<file path="src/inc/ethc_pkg.sv">
// ethc_pkg: constants and types of the interrupt status block
package ethc_pkg;
	// register byte offsets
	localparam logic [7:0] ETHC_OFS_IRQ  = 8'h00;
	localparam logic [7:0] ETHC_OFS_RCV  = 8'h04;
	localparam logic [7:0] ETHC_OFS_CTRL = 8'h08;
	localparam logic [7:0] ETHC_OFS_EPHS = 8'h0C;
	localparam logic [7:0] ETHC_OFS_PHY  = 8'h10;
	localparam logic [7:0] ETHC_OFS_CNT  = 8'h14;
	// status bit positions (low byte of irq register)
	localparam int ETHC_B_RXPEND  = 0;
	localparam int ETHC_B_TXCOMP  = 1;
	localparam int ETHC_B_TXDRAIN = 2;
	localparam int ETHC_B_ALLOC   = 3;
	localparam int ETHC_B_RXABORT = 4;
	localparam int ETHC_B_EPH     = 5;
	localparam int ETHC_B_PHY     = 7;
	// control register bit positions
	localparam int ETHC_C_LE   = 0;
	localparam int ETHC_C_CR   = 1;
	localparam int ETHC_C_TE   = 2;
	localparam int ETHC_C_TXEN = 3;
	// receive control discard bit
	localparam int ETHC_R_DISC = 7;
	// reset values, phy status width and collision limit
	localparam logic [7:0] ETHC_MASK_RST = 8'h00;
	localparam logic [3:0] ETHC_CTRL_RST = 4'h0;
	localparam int ETHC_PHY_BITS = 9;
	localparam int ETHC_COLL_MAX = 16;
	// fault cause carrier; excess means ETHC_COLL_MAX collisions
	typedef struct packed {
		logic sqe_fault;
		logic carrier_drop;
		logic late_collision_fault;
		logic excess_collision_fault;
	} ethc_fault_t;
	// apb request carrier
	typedef struct packed {
		logic        sel;
		logic        enable;
		logic        write;
		logic [7:0]  addr;
		logic [31:0] wdata;
		logic [3:0]  strb;
	} ethc_apb_req_t;
endpackage

</file>
<file path="src/hdl/ethc_irq_status.sv">
// ethc_irq_status: interrupt status, mask, ack and discard control
//
// Chosen here: the APB slave port and the placing of the registers.
module ethc_irq_status (
	// clock and reset
	input  wire logic                        clk_i,
	input  wire logic                        rstn_i,
	// apb slave
	input  wire logic                        psel_i,
	input  wire logic                        penable_i,
	input  wire logic                        pwrite_i,
	input  wire logic [7:0]                  paddr_i,
	input  wire logic [31:0]                 pwdata_i,
	input  wire logic [3:0]                  pstrb_i,
	output logic [31:0]                      prdata_o,
	output logic                             pready_o,
	output logic                             pslverr_o,
	// phy and protocol handler events
	input  wire logic [ethc_pkg::ETHC_PHY_BITS-1:0] phy_status_i,
	input  wire logic                        link_event_i,
	input  wire logic                        counter_wrap_i,
	input  wire logic                        tx_fault_i,
	input  wire ethc_pkg::ethc_fault_t       tx_fault_cause_i,
	input  wire logic                        tx_done_i,
	// queue and buffer manager states
	input  wire logic                        alloc_failed_i,
	input  wire logic                        tx_compl_void_i,
	input  wire logic                        rx_queue_void_i,
	input  wire logic                        tx_queue_empty_i,
	// receiver events
	input  wire logic                        rx_alloc_overrun_i,
	input  wire logic                        rx_too_long_i,
	input  wire logic                        rx_frame_active_i,
	input  wire logic                        rx_frame_end_i,
	// outputs to host and datapath
	output logic                             irq_o,
	output logic                             tx_enable_o,
	output logic                             tx_compl_pop_o,
	output logic                             rx_drop_o
);
	import ethc_pkg::*;

	ethc_apb_req_t req;
	logic        acc;
	logic        wr_acc;
	logic        rd_acc;
	logic        map_hit;
	logic        ack_w;
	logic [7:0]  ack_b;
	logic [7:0]  stat;
	logic [7:0]  mask_q;
	logic [3:0]  ctrl_q;
	logic        ctrl_w;
	logic        phy_flag_q;
	logic        phy_chg;
	logic        phy_rd;
	logic [ETHC_PHY_BITS-1:0] phy_held;
	logic        link_cause_q;
	logic        cnt_cause_q;
	logic        txf_cause_q;
	logic        tx_success_q;
	ethc_fault_t cause_q;
	logic        rx_abort_q;
	logic        rx_abort_set;
	logic        drain_q;
	logic        empty_prev_q;
	logic        disc_q;
	logic        disc_drop;
	logic [31:0] rdata_d;
	logic [31:0] rdata_q;
	logic        irq_q;

	assign req = '{sel: psel_i, enable: penable_i, write: pwrite_i,
		addr: paddr_i, wdata: pwdata_i, strb: pstrb_i};

	// zero-wait slave; read data captured in setup, so it comes from flops
	assign acc     = req.sel && req.enable;
	assign wr_acc  = acc && req.write && map_hit;
	assign rd_acc  = acc && !req.write && map_hit;
	assign map_hit = (req.addr == ETHC_OFS_IRQ)  || (req.addr == ETHC_OFS_RCV)
		|| (req.addr == ETHC_OFS_CTRL) || (req.addr == ETHC_OFS_EPHS)
		|| (req.addr == ETHC_OFS_PHY)  || (req.addr == ETHC_OFS_CNT);
	assign pready_o  = 1'b1;
	assign pslverr_o = acc && !map_hit;
	assign prdata_o  = rdata_q;

	// ack is the low byte lane only; reserved bits ignored
	assign ack_w = wr_acc && (req.addr == ETHC_OFS_IRQ) && req.strb[0];
	assign ack_b = ack_w ? req.wdata[7:0] : 8'h00;
	assign ctrl_w = wr_acc && (req.addr == ETHC_OFS_CTRL) && req.strb[0];
	assign phy_rd = rd_acc && (req.addr == ETHC_OFS_PHY);

	// status view
	always_comb begin
		stat = 8'h00;
		stat[ETHC_B_RXPEND]  = !rx_queue_void_i;
		stat[ETHC_B_TXCOMP]  = !tx_compl_void_i;
		stat[ETHC_B_TXDRAIN] = drain_q;
		stat[ETHC_B_ALLOC]   = !alloc_failed_i;
		stat[ETHC_B_RXABORT] = rx_abort_q;
		stat[ETHC_B_EPH]     = link_cause_q || cnt_cause_q || txf_cause_q;
		stat[ETHC_B_PHY]     = phy_flag_q;
	end

	// mask register, byte lane 1 (bits 15:8) of the irq word
	always_ff @(posedge clk_i or negedge rstn_i) begin
		if (!rstn_i) begin
			mask_q <= ETHC_MASK_RST;
		end else if (wr_acc && (req.addr == ETHC_OFS_IRQ) && req.strb[1]) begin
			mask_q <= req.wdata[15:8];
		end
	end

	// interrupt line, registered
	always_ff @(posedge clk_i or negedge rstn_i) begin
		if (!rstn_i) begin
			irq_q <= 1'b0;
		end else begin
			irq_q <= |(stat & mask_q);
		end
	end
	assign irq_o = irq_q;

	// phy change latches
	ethc_phy_latch u_phy (
		.clk_i  (clk_i),
		.rstn_i (rstn_i),
		.live_i (phy_status_i),
		.rd_i   (phy_rd),
		.held_o (phy_held),
		.chg_o  (phy_chg)
	);

	// phy flag: set wins over ack
	always_ff @(posedge clk_i or negedge rstn_i) begin
		if (!rstn_i) begin
			phy_flag_q <= 1'b0;
		end else if (phy_chg) begin
			phy_flag_q <= 1'b1;
		end else if (ack_b[ETHC_B_PHY]) begin
			phy_flag_q <= 1'b0;
		end
	end

	// control register: enables and tx enable
	always_ff @(posedge clk_i or negedge rstn_i) begin
		if (!rstn_i) begin
			ctrl_q <= ETHC_CTRL_RST;
		end else begin
			if (ctrl_w) begin
				ctrl_q <= req.wdata[3:0];
			end
			// a fault beats a same-cycle software enable
			if (tx_fault_i) begin
				ctrl_q[ETHC_C_TXEN] <= 1'b0;
			end
		end
	end
	assign tx_enable_o = ctrl_q[ETHC_C_TXEN];

	// link cause: cleared by dropping its enable
	always_ff @(posedge clk_i or negedge rstn_i) begin
		if (!rstn_i) begin
			link_cause_q <= 1'b0;
		end else if (link_event_i && ctrl_q[ETHC_C_LE]) begin
			link_cause_q <= 1'b1;
		end else if (ctrl_w && !req.wdata[ETHC_C_LE]) begin
			link_cause_q <= 1'b0;
		end
	end

	// counter cause: cleared by reading the counter register
	always_ff @(posedge clk_i or negedge rstn_i) begin
		if (!rstn_i) begin
			cnt_cause_q <= 1'b0;
		end else if (counter_wrap_i && ctrl_q[ETHC_C_CR]) begin
			cnt_cause_q <= 1'b1;
		end else if (rd_acc && (req.addr == ETHC_OFS_CNT)) begin
			cnt_cause_q <= 1'b0;
		end
	end

	// tx fault cause: cleared by re-enabling tx or dropping its enable
	always_ff @(posedge clk_i or negedge rstn_i) begin
		if (!rstn_i) begin
			txf_cause_q <= 1'b0;
		end else if (tx_fault_i && ctrl_q[ETHC_C_TE]) begin
			txf_cause_q <= 1'b1;
		end else if (ctrl_w && (req.wdata[ETHC_C_TXEN] || !req.wdata[ETHC_C_TE])) begin
			txf_cause_q <= 1'b0;
		end
	end

	// fault record and success flag
	always_ff @(posedge clk_i or negedge rstn_i) begin
		if (!rstn_i) begin
			cause_q      <= '0;
			tx_success_q <= 1'b0;
		end else if (tx_fault_i) begin
			cause_q      <= tx_fault_cause_i;
			tx_success_q <= 1'b0;
		end else if (tx_done_i) begin
			tx_success_q <= 1'b1;
		end
	end

	// discard request: self clears at frame end or when idle
	always_ff @(posedge clk_i or negedge rstn_i) begin
		if (!rstn_i) begin
			disc_q <= 1'b0;
		end else if (wr_acc && (req.addr == ETHC_OFS_RCV) && req.strb[0]
			&& req.wdata[ETHC_R_DISC]) begin
			disc_q <= 1'b1;
		end else if (rx_frame_end_i || !rx_frame_active_i) begin
			disc_q <= 1'b0;
		end
	end
	// a discard after the frame has ended leaves that frame alone
	assign disc_drop = disc_q && rx_frame_active_i && rx_frame_end_i;
	assign rx_drop_o = disc_drop;

	// rx abort: set wins over ack
	assign rx_abort_set = rx_alloc_overrun_i || rx_too_long_i || disc_drop;
	always_ff @(posedge clk_i or negedge rstn_i) begin
		if (!rstn_i) begin
			rx_abort_q <= 1'b0;
		end else if (rx_abort_set) begin
			rx_abort_q <= 1'b1;
		end else if (ack_b[ETHC_B_RXABORT]) begin
			rx_abort_q <= 1'b0;
		end
	end

	// tx drained: latch rising edge of queue empty
	always_ff @(posedge clk_i or negedge rstn_i) begin
		if (!rstn_i) begin
			empty_prev_q <= 1'b1;
			drain_q      <= 1'b0;
		end else begin
			empty_prev_q <= tx_queue_empty_i;
			if (tx_queue_empty_i && !empty_prev_q) begin
				drain_q <= 1'b1;
			end else if (ack_b[ETHC_B_TXDRAIN]) begin
				drain_q <= 1'b0;
			end
		end
	end

	// completion ack pops the head packet number
	assign tx_compl_pop_o = ack_b[ETHC_B_TXCOMP] && !tx_compl_void_i;

	// read mux, sampled in setup phase
	always_comb begin
		rdata_d = 32'h0000_0000;
		case (req.addr)
			ETHC_OFS_IRQ:  rdata_d[15:0] = {mask_q, stat};
			ETHC_OFS_RCV:  rdata_d[ETHC_R_DISC] = disc_q;
			ETHC_OFS_CTRL: rdata_d[3:0] = ctrl_q;
			ETHC_OFS_EPHS: rdata_d[10:0] = {txf_cause_q, cnt_cause_q, link_cause_q,
				3'h0, cause_q, tx_success_q};
			ETHC_OFS_PHY:  rdata_d[ETHC_PHY_BITS-1:0] = phy_held;
			ETHC_OFS_CNT:  rdata_d[0] = cnt_cause_q;
			default:       rdata_d = 32'h0000_0000;
		endcase
	end

	always_ff @(posedge clk_i or negedge rstn_i) begin
		if (!rstn_i) begin
			rdata_q <= 32'h0000_0000;
		end else if (req.sel && !req.enable) begin
			rdata_q <= rdata_d;
		end
	end
endmodule // ethc_irq_status

</file>
<file path="src/hdl/ethc_phy_latch.sv">
// ethc_phy_latch: transition-latched phy status bits
module ethc_phy_latch (
	// clock and reset
	input  wire logic                         clk_i,
	input  wire logic                         rstn_i,
	// live bits and read strobe
	input  wire logic [ethc_pkg::ETHC_PHY_BITS-1:0] live_i,
	input  wire logic                         rd_i,
	// latched view and change pulse
	output logic [ethc_pkg::ETHC_PHY_BITS-1:0] held_o,
	output logic                              chg_o
);
	import ethc_pkg::*;

	logic [ETHC_PHY_BITS-1:0] val_q;
	logic [ETHC_PHY_BITS-1:0] lock_q;
	logic [ETHC_PHY_BITS-1:0] hit;
	logic                     arm_q;

	// first cycle after reset loads the live bits, so a pin already set gives no false change
	always_ff @(posedge clk_i or negedge rstn_i) begin
		if (!rstn_i) begin
			arm_q <= 1'b0;
		end else begin
			arm_q <= 1'b1;
		end
	end

	genvar g;
	generate
		for (g = 0; g < ETHC_PHY_BITS; g++) begin : g_bit
			// a held bit ignores later edges until read
			assign hit[g] = arm_q && !lock_q[g] && (live_i[g] != val_q[g]);
			always_ff @(posedge clk_i or negedge rstn_i) begin
				if (!rstn_i) begin
					val_q[g]  <= 1'b0;
					lock_q[g] <= 1'b0;
				end else if (rd_i || !arm_q) begin
					val_q[g]  <= live_i[g];
					lock_q[g] <= 1'b0;
				end else if (hit[g]) begin
					val_q[g]  <= live_i[g];
					lock_q[g] <= 1'b1;
				end
			end
		end
	endgenerate

	assign held_o = val_q;
	assign chg_o  = |hit;
endmodule // ethc_phy_latch

</file>
<file path="config.mk">
export PLATFORM = sky130hd
export DESIGN_NAME = ethc_irq_status
export DESIGN_NICKNAME = d
export VERILOG_FILES = /design/src/inc/ethc_pkg.sv /design/src/hdl/ethc_irq_status.sv /design/src/hdl/ethc_phy_latch.sv
export SDC_FILE = /design/constraint.sdc
export NUM_CORES = 1
export LEC_CHECK = 0
export BUFFER_PORTS_ARGS = -buffer_cell sky130_fd_sc_hd__buf_4
export CORE_MARGIN = 10
export CORE_UTILIZATION = 35
export CTS_BUF_LIST = sky130_fd_sc_hd__clkbuf_4 sky130_fd_sc_hd__clkbuf_8
export CTS_CLUSTER_DIAMETER = 100
export DETAILED_ROUTE_END_ITERATION = 7
export PLACE_DENSITY = 0.71
export SYNTH_ARGS = -nofsm -noshare
export SYNTH_HDL_FRONTEND = slang
export SYNTH_SLANG_ARGS = --single-unit
export TNS_END_PERCENT = 30
</file>
<file path="constraint.sdc">
create_clock -name clk_i -period 1.7 [get_ports clk_i]
set_input_delay 0.255 -clock clk_i [delete_from_list [all_inputs] [get_ports clk_i]]
set_output_delay 0.255 -clock clk_i [all_outputs]
set_load 0.005 [all_outputs]
</file>
* Word level (Yosys, flattened, before mapping)
Index checks and enable logic that the tools add are counted.
** Storage, ports and cells
- Register bits after elaboration :: 61
** Operators by class
- Equal/unequal tests :: 14
- Muxes and demuxes :: 62
- Bitwise logic cells :: 1
- Reduce and logical (&&, ||, !) cells :: 97
** Operators with widths (count)
- $mux W1 :: 53
- $logic_and A1 B1 Y1 :: 44
- $reduce_bool A2 Y1 :: 18
- $logic_not A1 Y1 :: 20
- $eq A8 B4 Y1 const B :: 2
- $eq A8 B5 Y1 const B :: 2
- $logic_or A1 B1 Y1 :: 12
- $pmux W3 S4 :: 1
- $ne A1 B1 Y1 :: 9
- $pmux W3 S3 :: 1
- $reduce_or A9 Y1 :: 1
- $and A8 B8 Y8 :: 1
- $eq A8 B3 Y1 const B :: 1
- $logic_not A8 Y1 :: 1
- $mux W8 :: 1
- $reduce_or A8 Y1 :: 1
- $pmux W1 S3 :: 2
- $mux W5 :: 1
- $pmux W1 S5 :: 1
- $mux W4 :: 1
- $pmux W2 S2 :: 1

* Longest topological paths before layout
- Word-level depth :: 12
- Gate-level depth with buffers :: 6
- Depth with buffers taken out :: 4

* Cells and area by module
From an unflattened synthesis, not the netlist that was laid out.
** Second synthesis, totals
- Cells, all modules :: 281
- Area, all modules :: 2965.3 um^2
** By module, submodules not included
- ethc_irq_status :: instances 1, cells an instance 205, area each 2129.5 um^2
- ethc_phy_latch :: instances 1, cells an instance 76, area each 835.8 um^2

* Least setup slack after synthesis
Ideal clock, no wire load.
- Kind :: input port to flip-flop
- From :: input paddr_i[2]
- To :: register mask_q[0]
- Library setup time :: 0.125 ns
- Arrival :: 1.803 ns
- Data required time :: 1.575 ns
- Slack :: -0.228 ns
- Cell stages on the path :: 6
- Path buffers :: 2
- Cell sequence :: buf_6 or4_4 nor3_4 and3_4 buf_12 mux2_4
** On the way
- Longest elaborated chain between the ends :: 9
- Elaborated cells on any way between the ends :: 14
- Classes of those cells :: 5 x eq/ne; 9 x reduce/logical
** RTL lines
- start, declared :: RTL line ethc_irq_status.sv:12 : input wire logic [7:0] paddr_i,
- $eq A8 B3 Y1 / $logic_not A8 Y1 (equally long branches) :: RTL line ethc_irq_status.sv:80, ethc_irq_status.sv:109
- $logic_or A1 B1 Y1 :: RTL line ethc_irq_status.sv:80 : assign map_hit = (req.addr == ETHC_OFS_IRQ) || (req.addr == ETHC_OFS_RCV)
- $logic_or A1 B1 Y1 (2 in a row) :: RTL line ethc_irq_status.sv:81 : || (req.addr == ETHC_OFS_CTRL) || (req.addr == ETHC_OFS_EPHS)
- $logic_or A1 B1 Y1 (2 in a row) :: RTL line ethc_irq_status.sv:82 : || (req.addr == ETHC_OFS_PHY) || (req.addr == ETHC_OFS_CNT);
- $logic_and A1 B1 Y1 :: RTL line ethc_irq_status.sv:78 : assign wr_acc = acc && req.write && map_hit;
- $logic_and A1 B1 Y1 (*) (2 in a row) :: RTL line ethc_irq_status.sv:109 : end else if (wr_acc && (req.addr == ETHC_OFS_IRQ) && req.strb[1]) begin
- end signal, assigned :: RTL line ethc_irq_status.sv:110 : mask_q <= req.wdata[15:8];
- end, declared :: RTL line ethc_irq_status.sv:51 : logic [7:0] mask_q;
Mark *: on every way between the ends. The rest lies on a longest branch, timed or not.
A chain may end at the register's enable or synchronous reset.

* Worst setup path in the final report
- From :: input paddr_i[0]
- To :: output tx_compl_pop_o
** On the way
- Longest elaborated chain between the ends :: 11
- Elaborated cells on any way between the ends :: 16
- Classes of those cells :: 5 x eq/ne; 1 x mux; 10 x reduce/logical
** RTL lines
- $eq A8 B3 Y1 / $logic_not A8 Y1 (equally long branches) :: RTL line ethc_irq_status.sv:80, ethc_irq_status.sv:88
- $logic_or A1 B1 Y1 :: RTL line ethc_irq_status.sv:80
- $logic_or A1 B1 Y1 (2 in a row) :: RTL line ethc_irq_status.sv:81
- $logic_or A1 B1 Y1 (2 in a row) :: RTL line ethc_irq_status.sv:82
- $logic_and A1 B1 Y1 :: RTL line ethc_irq_status.sv:78
- $logic_and A1 B1 Y1 (*) (2 in a row) :: RTL line ethc_irq_status.sv:88 : assign ack_w = wr_acc && (req.addr == ETHC_OFS_IRQ) && req.strb[0];
- $mux W8 (*) :: RTL line ethc_irq_status.sv:89 : assign ack_b = ack_w ? req.wdata[7:0] : 8'h00;
- $logic_and A1 B1 Y1 (*) :: RTL line ethc_irq_status.sv:250 : assign tx_compl_pop_o = ack_b[ETHC_B_TXCOMP] && !tx_compl_void_i;
- end, declared :: RTL line ethc_irq_status.sv:38 : output logic tx_compl_pop_o,
Marks and branches as above.

==> key figures <==
Routing
  • DR vias/cell: 4.98
  • Final ANT Viol Nets: 0
  • 1st-iter DRT viols: 88
  • Wire per inst: 17.3 µm
  • First-pass detailed-route iteration total: 4
  • Drt drc: 0
  • Total via count in the routed design: 2,501
  • Final WL: 8710 µm

Layout
  • Fin cells: 502
  • Multi-input gate area: 1370 µm²
  • # diodes: 0
  • Area growth from synthesis to layout: 31.4%
  • Reg area: 1530 µm²
  • Layout cells sized above 1: 0.381
  • Post-layout util: 0.468
  • Fill count: 819
  • Final #Nets: 463

Synth
  • Top-area cell type share of the netlist area: 0.485
  • Synthesized area per cell: 10.7 µm²
  • Synth top cells by count: dfrtp_1, nand2_1, nor2_1, buf_4, mux2_2
  • Largest cells by area after synthesis: dfrtp_1, mux2_2, buf_4, nand2_1, mux2_4
  • Cells after Synth: 290
  • Register bit total from synthesis: 61
  • Yosys top cell by area: dfrtp_1
  • Post-synth top flop: dfrtp_1
  • Count leader, synth: dfrtp_1
  • Yosys warns: 0
  • Seq/Total Area, Yosys: 0.494
  • Number of flops mapped to enable cells by yosys: 0
  • Synth cell types: 48
  • Post-Syn Area: 3090 µm²
  • Post-synth ARST share: 1.00

Clock network
  • Cts bufs inserted: 9
  • # H-tree levels: 3
  • Root Buffer: clkbuf_8
  • Clock transition at path regs: 0.06 ns
  • CTS max path bufs: 2
  • Worst skew pair latency: 0.34 ns
  • CTS tree: built
  • # clock sinks: 61

Run status
  • Outcome: completed

Timing
  • Final setup vio count: 0
  • RSZ-0062 raised after global routing: yes
  • Slew Limit Fails: 0
  • Clock skew: 0.00967 ns
  • Tmin final: 1.70 ns
  • Final hold vios: 0
  • Fmax: 589 MHz
  • Period utilisation layout: 0.999

Pwr
  • Switching pwr: 0.809 mW
  • Clock power frac: 0.388
  • Internal power: 2.49 mW
  • Peak supply drop: 0.358 mV
  • Logic pwr share: 0.133
  • Power Dens Cells: 811 nW/µm²
  • Flop pwr share: 0.479
  • Leakage Power: 1.95 nW
  • Switching share of power: 0.245

Worst setup path
  • Setup crit end kind: output pin
  • Crit-path max FO: 2
  • CP Class: in -> out
  • Startpoint Class: primary input
  • CP Data Required Time: 1.44 ns
  • Critical path arrival: 1.44 ns

Die
  • Std-Cell Core Area: 8680 µm²
  • Die Wd: 114 µm
  • Starting Density: 0.357
  • DIE HEIGHT: 114 µm
  • Total I/O pin count: 112
  • Die area: 13,000 µm²
  • Num rows: 34

Placed design
  • DP HPWL: 6810 µm
  • Post-Place Cells: 480
  • PortBufs: 74
  • RD Place Congestion: 0.823

GRT
  • Vias in the first global route: 2,657
  • Initial antenna violation count: 0
  • First-pass GRT wire length: 13,600 µm
  • Gr usage total: 0.133
  • Grt total ovfl: 0
  • Pin count of the biggest net entering global routing: 40

Flow run
  • Max-Cap Viols: 0

Worst hold path
  • Hold WC Path Type: in -> reg
repair_timing:
| action | 4_1_cts | 5_1_grt |
|---|---|---|
| hold buffers | 1 | 0 |
| endpoints found under the setup margin | 1 | 1 |
| pin swaps | 3 | 4 |
| setup buffers | 3 | 2 |
| hold endpoints to repair | 22 | 0 |
| gates resized for setup | 4 | 1 |
power by group through the flow:
stage | registers (mW) | clock network, mW | logic [mW]
finish | 1.58 | 1.28 | 0.438
global route | 1.59 | 1.38 | 0.487
CTS | 1.58 | 1.30 | 0.437
detailed placement | 1.60 | 0 | 0.428
global placement | 1.60 | 0 | 0.418
floorplan | 1.59 | 0 | 0.242
cell type report:
| cell class | instances | share of cell area |
|---|---|---|
| inverters | 11 | 0.0102 |
| well taps | 108 | 0.0332 |
| repair buffers | 101 | 0.194 |
| multi-input cells | 205 | 0.337 |
| flip-flops and latches | 61 | 0.376 |
| clock buffers | 16 | 0.0496 |
final timing paths:
check                                    startpoint                           to  slack, ns  cells after the start
min in group asynchronous                    rstn_i        mask_q[4]$_DFFE_PN0P_       0.35                      2
setup / recovery                         paddr_i[0]               tx_compl_pop_o      0.001                      5
max in group asynchronous                    rstn_i       empty_prev_q$_DFF_PN1_       0.77                      3
hold / removal                     tx_queue_empty_i       empty_prev_q$_DFF_PN1_       0.03                      1
hold reg to reg            prdata_o[11]$_DFFE_PN0P_     prdata_o[11]$_DFFE_PN0P_       0.47                      2
setup reg to reg              u_phy.arm_q$_DFF_PN0_  u_phy.held_o[7]$_DFFE_PN0P_       0.19                      5
critical path, cell delays in order:
cell	delay, ns
buf_6	0.09
or4_4	0.55
nor4_4	0.21
and3_4	0.24
buf_6	0.09
sequential cells by signal (all words and copies together) (netlist names):
signal and flops:
tx_success_q 1, ctrl_q 4, rx_abort_q 1, irq_o 1, phy_flag_q 1, drain_q 1
u_phy.lock_q 9, cnt_cause_q 1, u_phy.arm_q 1, u_phy.held_o 9, link_cause_q 1, disc_q 1
txf_cause_q 1, empty_prev_q 1, cause_q 4, prdata_o 16, mask_q 8
cell usage in the layout (no fill, tap or decap), types with 2 or more instances in the layout:
master,n
a21oi_1,12
a22o_1,8
a31oi_1,2
a32oi_1,2
and3_1,3
and3_4,2
buf_4,95
buf_6,4
clkbuf_4,3
clkbuf_8,13
conb_1,18
dfrtp_1,60
inv_1,11
mux2_2,16
mux2_4,8
mux2i_1,9
nand2_1,33
nand2b_1,2
nand3_1,8
nand4_1,3
nor2_1,24
nor3_1,8
nor4_1,2
nor4_4,2
o21a_1,3
o21ai_0,10
o22ai_1,5
o41ai_1,2
xnor2_1,6
xor2_1,3
metal layers:
metal  global-route usage  vias to the layer above  part of all wire  wire [µm]
met5                    0                        -                 0          0
met4               0.0602                        0             0.028        246
met3               0.0493                       19             0.082        716
met2                0.222                       81              0.50       4390
met1                0.147                     1216              0.38       3350
li1                     -                     1185                 -          -
cell families (layout without fill, tap and decap cells):
logic type / Yosys count / count (layout) / share of synthesized area
and+or+nand+nor: 96 / 96 / 0.163
DFF: 61 / 61 / 0.494
AOI/OAI and AO/OA: 49 / 49 / 0.105
buffers and inverters: 40 / 128 / 0.0849
muxes: 33 / 33 / 0.126
xor gates and xnor gates: 9 / 9 / 0.0255
other: 2 / 18 / 0.00243
through the flow:
step	hold WS [ns]	worst slack (ns)	instance area [µm²]	TNS, ns	power, mW
floorplan	-0.0406	-0.186	3170	-1.51	1.83
global placement	0.170	-0.185	3800	-4.74	2.02
detailed placement	0.173	-0.210	3800	-5.08	2.03
CTS	0.0171	-0.127	4050	-0.127	3.32
global route	0.0163	-0.0468	4070	-0.0468	3.45
finish	0.0349	0.00144	4070	0	3.30
No activity file was read; power rests on OpenSTA's default activity.
